**config.mk**
```make
export PLATFORM = sky130hd
export DESIGN_NAME = can_mb_std
export DESIGN_NICKNAME = d
export VERILOG_FILES = /design/src/can_mb_pkg.sv /design/src/can_mb_dlc.sv /design/src/can_mb_bitsel.sv /design/src/can_mb_std.sv
export VERILOG_INCLUDE_DIRS = /design/src
export SDC_FILE = /design/constraint.sdc
export NUM_CORES = 1
export LEC_CHECK = 0
export CORE_ASPECT_RATIO = 1.5
export CORE_UTILIZATION = 65
export CTS_CLUSTER_DIAMETER = 80
export DETAILED_ROUTE_END_ITERATION = 8
export DONT_BUFFER_PORTS = 1
export HOLD_SLACK_MARGIN = 0.08
export PLACE_DENSITY = 0.81
export SYNTH_ARGS = -nofsm -noshare
export SYNTH_HDL_FRONTEND = slang
export SYNTH_SLANG_ARGS = --single-unit
```
**constraint.sdc**
```tcl
create_clock -name MCLK -period 4.51 [get_ports MCLK]
set_clock_uncertainty 0.05 [all_clocks]
set_input_delay 0.451 -clock MCLK [delete_from_list [all_inputs] [get_ports MCLK]]
set_output_delay 0.451 -clock MCLK [all_outputs]
set_load 0.005 [all_outputs]
```
**src/can_mb_cfg.svh**
```systemverilog
`ifndef CAN_MB_CFG_SVH
`define CAN_MB_CFG_SVH

// Register offsets inside one message buffer
`define MB_OFS_ID_HIGH    4'h0
`define MB_OFS_ID_LOW     4'h1
`define MB_OFS_ID_THIRD   4'h2
`define MB_OFS_ID_FOURTH  4'h3
`define MB_OFS_PAYLOAD0   4'h4
`define MB_OFS_PAYLOAD7   4'hB
`define MB_OFS_LENGTH     4'hC

// Field positions in the second identifier register and the length register
`define MB_IDLO_MSB       7
`define MB_IDLO_LSB       5
`define MB_BIT_RTR        4
`define MB_BIT_IDE        3
`define MB_DLC_MSB        3

// Widths and counts
`define MB_ADDR_W         4
`define MB_ID_W           11
`define MB_NBYTES         8
`define MB_MAX_COUNT      4'h8
`define MB_ID_LAST        4'hA
`define MB_DLC_LAST       4'h3
`define MB_BIT_LAST       4'h7
`define MB_ZERO8          8'h00
`define MB_ZERO4          4'h0
`define MB_ONE4           4'h1

`endif

```
**src/can_mb_pkg.sv**
```systemverilog
`include "can_mb_cfg.svh"

package can_mb_pkg;

	// One byte of buffer storage
	typedef logic [7:0] byte_t;

	// Serializer progress through the frame fields
	typedef enum logic [6:0] {
		ST_IDLE = 7'h01,
		ST_ID   = 7'h02,
		ST_RTR  = 7'h04,
		ST_IDE  = 7'h08,
		ST_DLC  = 7'h10,
		ST_DATA = 7'h20,
		ST_DONE = 7'h40
	} tx_state_t;

endpackage : can_mb_pkg

```
**src/can_mb_dlc.sv**
```systemverilog
`timescale 1ns/1ps
`default_nettype none
`include "can_mb_cfg.svh"

// Turns a length code into the number of payload bytes on the wire
module can_mb_dlc
	import can_mb_pkg::*;
(
	input  wire logic [3:0] dlc_i,
	input  wire logic       remote_i,
	output logic      [3:0] count_o
);

	// Remote frames carry no bytes; codes above eight are clamped
	always_comb begin
		if (remote_i) begin
			count_o = `MB_ZERO4;
		end else if (dlc_i > `MB_MAX_COUNT) begin
			count_o = `MB_MAX_COUNT;
		end else begin
			count_o = dlc_i;
		end
	end

endmodule : can_mb_dlc

`default_nettype wire

```
**src/can_mb_bitsel.sv**
```systemverilog
`timescale 1ns/1ps
`default_nettype none

// Picks bit number idx counted from the most significant end
module can_mb_bitsel #(
	parameter int W = 8
) (
	input  wire logic [W-1:0] vec_i,
	input  wire logic [3:0]   idx_i,
	output logic              bit_o
);

	// Out-of-range index gives a dominant zero rather than an X
	always_comb begin
		if (int'(idx_i) < W) begin
			bit_o = vec_i[W-1-int'(idx_i)];
		end else begin
			bit_o = 1'b0;
		end
	end

endmodule : can_mb_bitsel

`default_nettype wire

```
**src/can_mb_std.sv**
```systemverilog
`timescale 1ns/1ps
`default_nettype none
`include "can_mb_cfg.svh"

module can_mb_std
	import can_mb_pkg::*;
(
	input  wire logic                  MCLK,
	input  wire logic                  SYS_RST,
	input  wire logic [`MB_ADDR_W-1:0] ADDR,
	input  wire logic [7:0]            WDATA,
	input  wire logic                  WR,
	input  wire logic                  RD,
	output logic      [7:0]            RDATA,
	input  wire logic                  TX_START,
	input  wire logic                  TX_BIT_STB,
	input  wire logic                  BUS_BIT,
	output logic                       TX_BIT,
	output logic                       TX_BUSY,
	output logic                       TX_DONE,
	output logic                       ARB_LOST,
	output logic                       TX_REFUSED,
	input  wire logic                  RX_FRAME_WE,
	input  wire logic [`MB_ID_W-1:0]   RX_ID,
	input  wire logic                  RX_RTR,
	input  wire logic                  RX_IDE,
	input  wire logic [3:0]            RX_DLC,
	input  wire logic                  RX_BYTE_WE,
	input  wire logic [2:0]            RX_BYTE_IDX,
	input  wire logic [7:0]            RX_BYTE,
	output logic                       RTR_FLAG,
	output logic                       FMT_EXT
);

	byte_t            std_id_high_q;       // Identifier upper eight bits
	byte_t            std_id_low_flags_q;  // Identifier low bits and flags
	byte_t            id_third_q;          // Kept for extended use only
	byte_t            id_fourth_q;         // Kept for extended use only
	byte_t            payload_bytes_q [`MB_NBYTES];  // Payload storage
	logic       [3:0] payload_length_q;    // Length code
	tx_state_t        state_q;             // Serializer state
	logic       [3:0] cnt_q;               // Bit index within a field
	logic       [2:0] byte_q;              // Byte index within payload
	logic       [3:0] tx_count_q;          // Bytes to send, frozen at start
	logic       [3:0] cur_count;           // Bytes to send or to accept
	logic [`MB_ID_W-1:0] std_id;           // Joined eleven-bit identifier
	logic       [3:0] id_idx;              // Next identifier bit index
	logic             id_bit;              // Next identifier bit
	logic       [2:0] dat_byte;            // Next payload byte index
	logic       [3:0] dat_idx;             // Next payload bit index
	logic             dat_bit;             // Next payload bit
	logic             sw_wr_ok;            // Software write not shadowed
	logic             start_ok;            // Start accepted this cycle
	logic             lost;                // Recessive sent, dominant seen

	// Identifier joins high register and top three bits of the low one
	assign std_id = {std_id_high_q,
		std_id_low_flags_q[`MB_IDLO_MSB:`MB_IDLO_LSB]};

	// Reception takes the buffer over; a clashing software write is lost
	assign sw_wr_ok = WR && !RX_FRAME_WE;

	// Extended format is not serialized here, so such a start is refused
	assign start_ok = TX_START && (state_q == ST_IDLE) &&
		!std_id_low_flags_q[`MB_BIT_IDE];

	// Only identifier and remote bit take part in arbitration
	assign lost = TX_BIT_STB && TX_BIT && !BUS_BIT &&
		((state_q == ST_ID) || (state_q == ST_RTR));

	// One decoder serves both sending and capture: same count rule
	can_mb_dlc u_tx_dlc (
		.dlc_i    (payload_length_q),
		.remote_i (std_id_low_flags_q[`MB_BIT_RTR]),
		.count_o  (cur_count)
	);

	// Next identifier bit, walking from the top down
	assign id_idx = (state_q == ST_ID) ? cnt_q + `MB_ONE4 : `MB_ZERO4;

	can_mb_bitsel #(
		.W (`MB_ID_W)
	) u_id_sel (
		.vec_i (std_id),
		.idx_i (id_idx),
		.bit_o (id_bit)
	);

	// Next payload bit; rolls to the following byte after bit seven
	always_comb begin
		dat_byte = 3'h0;
		dat_idx  = `MB_ZERO4;
		if ((state_q == ST_DATA) && (cnt_q != `MB_BIT_LAST)) begin
			dat_byte = byte_q;
			dat_idx  = cnt_q + `MB_ONE4;
		end else if (state_q == ST_DATA) begin
			dat_byte = byte_q + 3'h1;
		end
	end

	can_mb_bitsel #(
		.W (8)
	) u_dat_sel (
		.vec_i (payload_bytes_q[dat_byte]),
		.idx_i (dat_idx),
		.bit_o (dat_bit)
	);

	// First identifier register
	always_ff @(posedge MCLK or posedge SYS_RST) begin
		if (SYS_RST) begin
			std_id_high_q <= `MB_ZERO8;
		end else if (RX_FRAME_WE) begin
			std_id_high_q <= RX_ID[`MB_ID_W-1:3];
		end else if (sw_wr_ok && (ADDR == `MB_OFS_ID_HIGH)) begin
			std_id_high_q <= WDATA;
		end
	end

	// Second identifier register; reception leaves bits 2-0 alone
	always_ff @(posedge MCLK or posedge SYS_RST) begin
		if (SYS_RST) begin
			std_id_low_flags_q <= `MB_ZERO8;
		end else if (RX_FRAME_WE) begin
			std_id_low_flags_q[`MB_IDLO_MSB:`MB_IDLO_LSB] <= RX_ID[2:0];
			std_id_low_flags_q[`MB_BIT_RTR] <= RX_RTR;
			std_id_low_flags_q[`MB_BIT_IDE] <= RX_IDE;
		end else if (sw_wr_ok && (ADDR == `MB_OFS_ID_LOW)) begin
			std_id_low_flags_q <= WDATA;
		end
	end

	// Third and fourth identifier registers: stored, never sent here
	always_ff @(posedge MCLK or posedge SYS_RST) begin
		if (SYS_RST) begin
			id_third_q  <= `MB_ZERO8;
			id_fourth_q <= `MB_ZERO8;
		end else begin
			if (sw_wr_ok && (ADDR == `MB_OFS_ID_THIRD)) begin
				id_third_q <= WDATA;
			end
			if (sw_wr_ok && (ADDR == `MB_OFS_ID_FOURTH)) begin
				id_fourth_q <= WDATA;
			end
		end
	end

	// Length register holds the code in its low nibble
	always_ff @(posedge MCLK or posedge SYS_RST) begin
		if (SYS_RST) begin
			payload_length_q <= `MB_ZERO4;
		end else if (RX_FRAME_WE) begin
			payload_length_q <= RX_DLC;
		end else if (sw_wr_ok && (ADDR == `MB_OFS_LENGTH)) begin
			payload_length_q <= WDATA[`MB_DLC_MSB:0];
		end
	end

	// Payload bytes; reception beyond the length code is dropped
	for (genvar i = 0; i < `MB_NBYTES; i++) begin : g_payload
		always_ff @(posedge MCLK or posedge SYS_RST) begin
			if (SYS_RST) begin
				payload_bytes_q[i] <= `MB_ZERO8;
			end else if (RX_BYTE_WE && (int'(RX_BYTE_IDX) == i)) begin
				if ({1'b0, RX_BYTE_IDX} < cur_count) begin
					payload_bytes_q[i] <= RX_BYTE;
				end
			end else if (sw_wr_ok && (ADDR == `MB_OFS_PAYLOAD0 + 4'(i))) begin
				payload_bytes_q[i] <= WDATA;
			end
		end
	end

	// Read data stand one cycle after the strobe and only then
	always_ff @(posedge MCLK or posedge SYS_RST) begin
		if (SYS_RST) begin
			RDATA <= `MB_ZERO8;
		end else if (!RD) begin
			RDATA <= `MB_ZERO8;
		end else if ((ADDR >= `MB_OFS_PAYLOAD0) &&
				(ADDR <= `MB_OFS_PAYLOAD7)) begin
			RDATA <= payload_bytes_q[3'(ADDR - `MB_OFS_PAYLOAD0)];
		end else begin
			unique case (ADDR)
				`MB_OFS_ID_HIGH:   RDATA <= std_id_high_q;
				`MB_OFS_ID_LOW:    RDATA <= std_id_low_flags_q;
				// Unused in standard mapping; value carries no meaning
				`MB_OFS_ID_THIRD:  RDATA <= id_third_q;
				`MB_OFS_ID_FOURTH: RDATA <= id_fourth_q;
				`MB_OFS_LENGTH:    RDATA <= {4'h0, payload_length_q};
				default:           RDATA <= `MB_ZERO8;
			endcase
		end
	end

	// Frame serializer: one field step per bit strobe
	always_ff @(posedge MCLK or posedge SYS_RST) begin
		if (SYS_RST) begin
			state_q    <= ST_IDLE;
			cnt_q      <= `MB_ZERO4;
			byte_q     <= 3'h0;
			tx_count_q <= `MB_ZERO4;
			TX_BIT     <= 1'b1;
		end else begin
			unique case (state_q)
				ST_IDLE: begin
					if (start_ok) begin
						state_q    <= ST_ID;
						cnt_q      <= `MB_ZERO4;
						byte_q     <= 3'h0;
						tx_count_q <= cur_count;
						TX_BIT     <= std_id[`MB_ID_W-1];
					end
				end
				ST_ID: begin
					if (lost) begin
						state_q <= ST_IDLE;
						TX_BIT  <= 1'b1;
					end else if (TX_BIT_STB && (cnt_q == `MB_ID_LAST)) begin
						state_q <= ST_RTR;
						TX_BIT  <= std_id_low_flags_q[`MB_BIT_RTR];
					end else if (TX_BIT_STB) begin
						cnt_q  <= cnt_q + `MB_ONE4;
						TX_BIT <= id_bit;
					end
				end
				ST_RTR: begin
					if (lost) begin
						state_q <= ST_IDLE;
						TX_BIT  <= 1'b1;
					end else if (TX_BIT_STB) begin
						// Only standard starts get here, so the flag is zero
						state_q <= ST_IDE;
						TX_BIT  <= std_id_low_flags_q[`MB_BIT_IDE];
					end
				end
				ST_IDE: begin
					if (TX_BIT_STB) begin
						state_q <= ST_DLC;
						cnt_q   <= `MB_ZERO4;
						TX_BIT  <= payload_length_q[`MB_DLC_MSB];
					end
				end
				ST_DLC: begin
					if (TX_BIT_STB && (cnt_q == `MB_DLC_LAST)) begin
						cnt_q  <= `MB_ZERO4;
						TX_BIT <= payload_bytes_q[0][7];
						if (tx_count_q == `MB_ZERO4) begin
							state_q <= ST_DONE;
						end else begin
							state_q <= ST_DATA;
						end
					end else if (TX_BIT_STB) begin
						cnt_q  <= cnt_q + `MB_ONE4;
						TX_BIT <= payload_length_q[2'(`MB_DLC_LAST - cnt_q
							- `MB_ONE4)];
					end
				end
				ST_DATA: begin
					if (TX_BIT_STB && (cnt_q == `MB_BIT_LAST) &&
							({1'b0, byte_q} == tx_count_q - `MB_ONE4)) begin
						state_q <= ST_DONE;
						TX_BIT  <= 1'b1;
					end else if (TX_BIT_STB) begin
						cnt_q  <= dat_idx;
						byte_q <= dat_byte;
						TX_BIT <= dat_bit;
					end
				end
				ST_DONE: begin
					state_q <= ST_IDLE;
					TX_BIT  <= 1'b1;
				end
			endcase
		end
	end

	// Status pulses and busy level
	always_ff @(posedge MCLK or posedge SYS_RST) begin
		if (SYS_RST) begin
			TX_BUSY    <= 1'b0;
			TX_DONE    <= 1'b0;
			ARB_LOST   <= 1'b0;
			TX_REFUSED <= 1'b0;
		end else begin
			TX_BUSY    <= start_ok || ((state_q != ST_IDLE) &&
				(state_q != ST_DONE) && !lost);
			TX_DONE    <= (state_q == ST_DONE);
			ARB_LOST   <= lost;
			TX_REFUSED <= TX_START && (state_q == ST_IDLE) && !start_ok;
		end
	end

	// Flag outputs mirror the stored flags
	always_ff @(posedge MCLK or posedge SYS_RST) begin
		if (SYS_RST) begin
			RTR_FLAG <= 1'b0;
			FMT_EXT  <= 1'b0;
		end else begin
			RTR_FLAG <= std_id_low_flags_q[`MB_BIT_RTR];
			FMT_EXT  <= std_id_low_flags_q[`MB_BIT_IDE];
		end
	end
endmodule : can_mb_std

`default_nettype wire

```
# Yosys cells after proc, flatten, opt, wreduce, memory -nomap -nowiden
# Cells that the tools add are included.
# totals
regBits	133
in_bits	49
word_cells	258
# op_classes
reduce_logical	73
muxes	83
n_lt_le_gt_ge	11
add_sub_neg	8
bitwise	3
n_eq_ne	54
# op_table
operator	n
8-bit two-way mux	26
7-bit two-way mux	9
4-bit two-way mux	14
7-bit case mux with 7 select lines	1
8-bit binary-select mux with 3-bit select	2
8-bit case mux with 5 select lines	1
1-bit logical AND	36
32-bit by 5-bit < comparator with 1-bit output, second input constant	1
32-bit by 6-bit < comparator with 1-bit output, second input constant	1
4-bit equality test, second input constant	6
2-bit nonzero test	12
4-bit by 3-bit equality test with 1-bit output, second input constant	5
2-bit inequality test, second input constant	10
4-bit case mux with 5 select lines	1
2-bit AND reduction	10
1-bit two-way mux	18
3-bit two-way mux	5
3-bit equality test, second input constant	4
4-bit by 2-bit equality test with 1-bit output, second input constant	3
2-bit by 1-bit inequality test with 1-bit output, second input constant	6
6-bit AND reduction	2
4-bit >= comparator, second input constant	2
4-bit zero test	2
4-bit < comparator, second input constant	2
other kinds (43)	53

# Longest topological paths before layout
# logic_depth
word_depth	14
ltp_mapped	12

# By module
# From an unflattened synthesis, not the netlist that was laid out.
# unflattened
cells_unflattened	765
area_unflattened_um2	8521.9
# by_module_without_submodules
module	instances	seq_area_each_um2	area_each_um2	cells_per_inst
can_mb_std	1	3330.7	8241.7	731
can_mb_bitsel (u_id_sel)	1	0.0	177.7	22
can_mb_bitsel (u_dat_sel)	1	0.0	73.8	8
can_mb_dlc	1	0.0	28.8	4

# Worst setup path after synthesis
# No wires, ideal clock.
# synth_timing
path_type	register to register
from	register cnt_q[0]
to	register TX_BIT
synth_period_minus_slack_ns	2.668
arrival_time_ns	2.526
path_stages_with_launch	12
path_slack_ns	1.842
n_path_buf	2
path_cell_list	dfrtp_1 buf_2 inv_1 ha_1 buf_1 nor2_1 ha_1 mux4_2 mux2i_1 nor2_1 a211oi_1 a221oi_2
# synth_between
elab_chain_cells	14
# synth_rtl
item	line	source
start, declared	can_mb_std.sv:42	logic [3:0] cnt_q;
start signal, assigned	can_mb_std.sv:200	cnt_q <= `MB_ZERO4;
start signal, assigned	can_mb_std.sv:209	cnt_q <= `MB_ZERO4;
start signal, assigned	can_mb_std.sv:223	cnt_q <= cnt_q + `MB_ONE4;
parallel branches: the longest is 14 deep, another holds 4-bit by 4-bit subtractor with 5-bit output	--	
end signal, assigned	can_mb_std.sv:212	TX_BIT <= std_id[`MB_ID_W-1];
end signal, assigned	can_mb_std.sv:255	TX_BIT <= payload_length_q[2'(`MB_DLC_LAST - cnt_q
end signal, assigned	can_mb_std.sv:267	TX_BIT <= dat_bit;
end, declared	can_mb_std.sv:18	output logic TX_BIT,
# Several ways; the timed one is not identified. The select of a mux whose other input is x is not followed.
# A chain may end at the register's enable or synchronous reset.

# Final worst setup path
# Ends and elaborated chain as after synthesis.

==> results by group <==
Run status
  • Status: finished, final reports clean

Clock network
  • Clock Sinks: 133
  • Root buffer cell: clkbuf_16
  • CTS resizes: 0
  • H-Tree Depth: 4
  • Clock slew at reported path FFs: 0.06 ns
  • CTS tree: yes
  • CTS Buf Count: 17
  • Clock Latency Late Sink: 0.43 ns
  • Longest Clk Path Bufs: 2
  • Post CTS Setup Buffer Count: 0

STA
  • Fmax: 296 MHz
  • Worst Tran Pin Value: 1.19 ns
  • Minimum clock period: 3.38 ns
  • Max Slew Vio Count: 0
  • Tcrit/Tclk final: 74.9%
  • Hold slack: 0.0825 ns
  • Relative slew slack: 18.2%
  • Setup Viol. Count Final: 0
  • RSZ-0062 raised after global routing: no
  • Setup TNS Final: 0 ns
  • Hold Vio Cnt, Final: 0

Floorplan
  • Initial Util: 66.6%
  • Die Ht: 141 um
  • Full die area: 0.0133 mm^2
  • Die W: 94.5 um
  • Core ar.: 0.0125 mm^2
  • IO Pins: 64
  • Site row count: 50

Detailed routing
  • Routed WL per cell: 26.4 um
  • DR vias: 6,984
  • Post-route ant nets: 0
  • Vias per cell: 7.16
  • DR iter-0 viols: 732
  • Drc violations: 0
  • WL final: 25,800 um
  • First-pass DRT Iterations: 7

Cells and area
  • Fillers: 949
  • Most common cell after layout, fill and taps aside: dfrtp_1
  • Footprint of the multi-input gates: 0.00469 mm^2
  • Reg area: 0.00333 mm^2
  • Area Overhead vs Synth: 7.08%
  • Layout Nets: 867
  • Final instance area: 0.00893 mm^2
  • Diode count: 0
  • Most frequent cells in the layout: dfrtp_1 (131), nand2_1 (129), mux2i_1 (87), o21ai_0 (76), nor2_1 (57)
  • Ratio of cells with drive above 1 in the final layout: 14.3%

Global routing
  • Grt total ovfl: 0
  • Largest net degree at the start of global routing: 88
  • Vias in the first global route: 6,888
  • Initial antenna violation count: 0
  • Global-route wire length before repair: 39,300 um
  • Total GRT Usage: 40.7%

Logic synthesis
  • Warnings, synthesis: 0
  • Fraction of registers with async set/reset: 100%
  • Syn_area_per_cell: 9.90 um^2
  • #FFs+latches synth: 133
  • Net Count, Synth: 903
  • Seq/Total Area, Yosys: 40.0%
  • Top FF cell, synth: dfrtp_1
  • Synth cell types: 77
  • Cells after Synth: 842
  • EDFF count, synth: 0
  • Mapped Area: 0.00834 mm^2

Placement
  • Buffers on Ports: 0
  • Final GP Congestion: 1.03
  • Detailed placement HPWL: 18,600 um
  • Area after DPL: 0.00831 mm^2

Power
  • Pwr/cell area: 503 mW/mm^2
  • Leakage: 0.00386 uW
  • Comb pwr share: 28.3%
  • Overall Power: 4490 uW
  • Sequential Power Share: 40.3%
  • Sw Share: 35.9%
  • Sw Pwr: 1610 uW
  • Clock power share: 31.4%
  • Power Internal: 2880 uW
  • VDD IR max: 350 uV

Critical path
  • CP Capture Type: flop
  • CP Max Fanout: 16
  • CP Class: flop to flop
  • Data required, critical path: 4.80 ns
  • CP Launch Type: flop
  • CP arrival: 3.67 ns
  • FF-to-FF setup slack: 1.13 ns

Worst hold path
  • Hold Crit Class: input pin to flop

Run
  • Max-Cap Viols: 0
==> final cells by class <==
| type | instances | area share, % |
|---|---|---|
| multi-input combinational | 633 | 52.6 |
| tap | 156 | 2.19 |
| sequential | 133 | 37.3 |
| clock inverter | 13 | 1.65 |
| inverter | 14 | 0.645 |
| timing repair buffer | 7 | 0.673 |
| clock buffer | 19 | 4.96 |
==> synth_stat cells, drive strengths merged, types with 6 or more instances <==
master	number	share of area [%]
a21oi	39	2.5
a22oi	10	0.90
a311oi	6	0.63
a31oi	6	0.45
and3	8	0.62
buf	36	2.2
clkbuf	26	1.2
dfrtp	131	39
ha	12	1.8
inv	13	0.59
mux2	27	3.6
mux2i	87	10
mux4	30	8.1
nand2	130	5.9
nand2b	7	0.53
nand3	10	0.66
nand4b	9	1.1
nor2	61	3.0
nor2b	11	0.83
nor3	10	0.66
nor3b	6	0.60
nor4	8	0.86
o21ai	78	4.7
xnor2	8	0.93
==> critical path: stages (launching register included) <==
cell,delay (ns)
dfrtp_1,0.32
buf_4,0.25
inv_1,0.19
ha_1,0.54
mux4_2,0.36
mux2i_1,0.15
nor2_1,0.09
a2111oi_0,0.71
o211ai_1,0.24
a211oi_1,0.31
a221oi_2,0.11
==> flip-flops by register name, indices dropped and copies added (netlist names) <==
name / cells
TX_REFUSED: 1
byte_q: 3
payload_bytes_q: 64
RTR_FLAG: 1
TX_BIT: 1
tx_count_q: 4
FMT_EXT: 1
std_id_high_q: 8
TX_DONE: 1
TX_BUSY: 1
ARB_LOST: 1
std_id_low_flags_q: 8
id_third_q: 8
state_q: 7
id_fourth_q: 8
RDATA: 8
cnt_q: 4
payload_length_q: 4
==> routing by layer <==
layer  wire length (um)  part of all wire (%)  track usage, %  vias to the layer above
met2              12500                    48            64.0                      413
met5                  0                     0               0                        -
li1                   -                     -               -                     3008
met4               1780                   6.9            26.6                        0
met1               9140                    35            49.6                     3457
met3               2380                   9.2            9.65                      106
==> power groups by stage <==
stage | sequential [uW] | clock, uW | combinational [uW]
after floorplan | 1650 | 0 | 1010
after detailed placement | 1800 | 0 | 1240
final | 1810 | 1410 | 1270
after CTS | 1790 | 1400 | 1250
after global routing | 1830 | 1450 | 1380
after global placement | 1790 | 0 | 1200
==> per-stage QoR <==
| step | std cells | util [%] | setup slack, ns |
|---|---|---|---|
| 3_3_place_gp | 940 | 66.4 | 1.24 |
| 6_report | 975 | 71.4 | 1.13 |
| 4_1_cts | 975 | 71.4 | 1.22 |
| 2_1_floorplan | 842 | - | 0.458 |
| 3_5_place_dp | 940 | 66.4 | 1.22 |
| 5_1_grt | 975 | 71.4 | 1.07 |
==> logic make-up (layout without fill, tap and decap cells) <==
kind of cell / after synthesis / in the layout / synth area share [%]
xor+xnor: 10 / 10 / 1.37
compound gates: 188 / 188 / 14.2
fa+ha+maj: 12 / 12 / 1.80
simple gates: 279 / 279 / 16.5
flops: 133 / 133 / 40.0
buf+inv: 76 / 53 / 3.99
mux: 144 / 144 / 22.2
==> final timing paths <==
kind                                start                     to  cells past startpoint
setup / recovery                 cnt_q[0]                 TX_BIT                     10
hold / removal                RX_FRAME_WE    payload_length_q[0]                      1
setup reg to reg                 cnt_q[0]                 TX_BIT                     10
hold reg to reg            id_fourth_q[2]         id_fourth_q[2]                      1
max in group asynchronous         SYS_RST  std_id_low_flags_q[5]                      3
min in group asynchronous         SYS_RST               cnt_q[2]                      2
==> repair_timing <==
action                                  4_1_cts  5_1_grt
endpoints found under the hold margin        88        0
hold buffers                                  3        0
endpoints found under the setup margin        0        0
(Power assumes the default switching activity.)
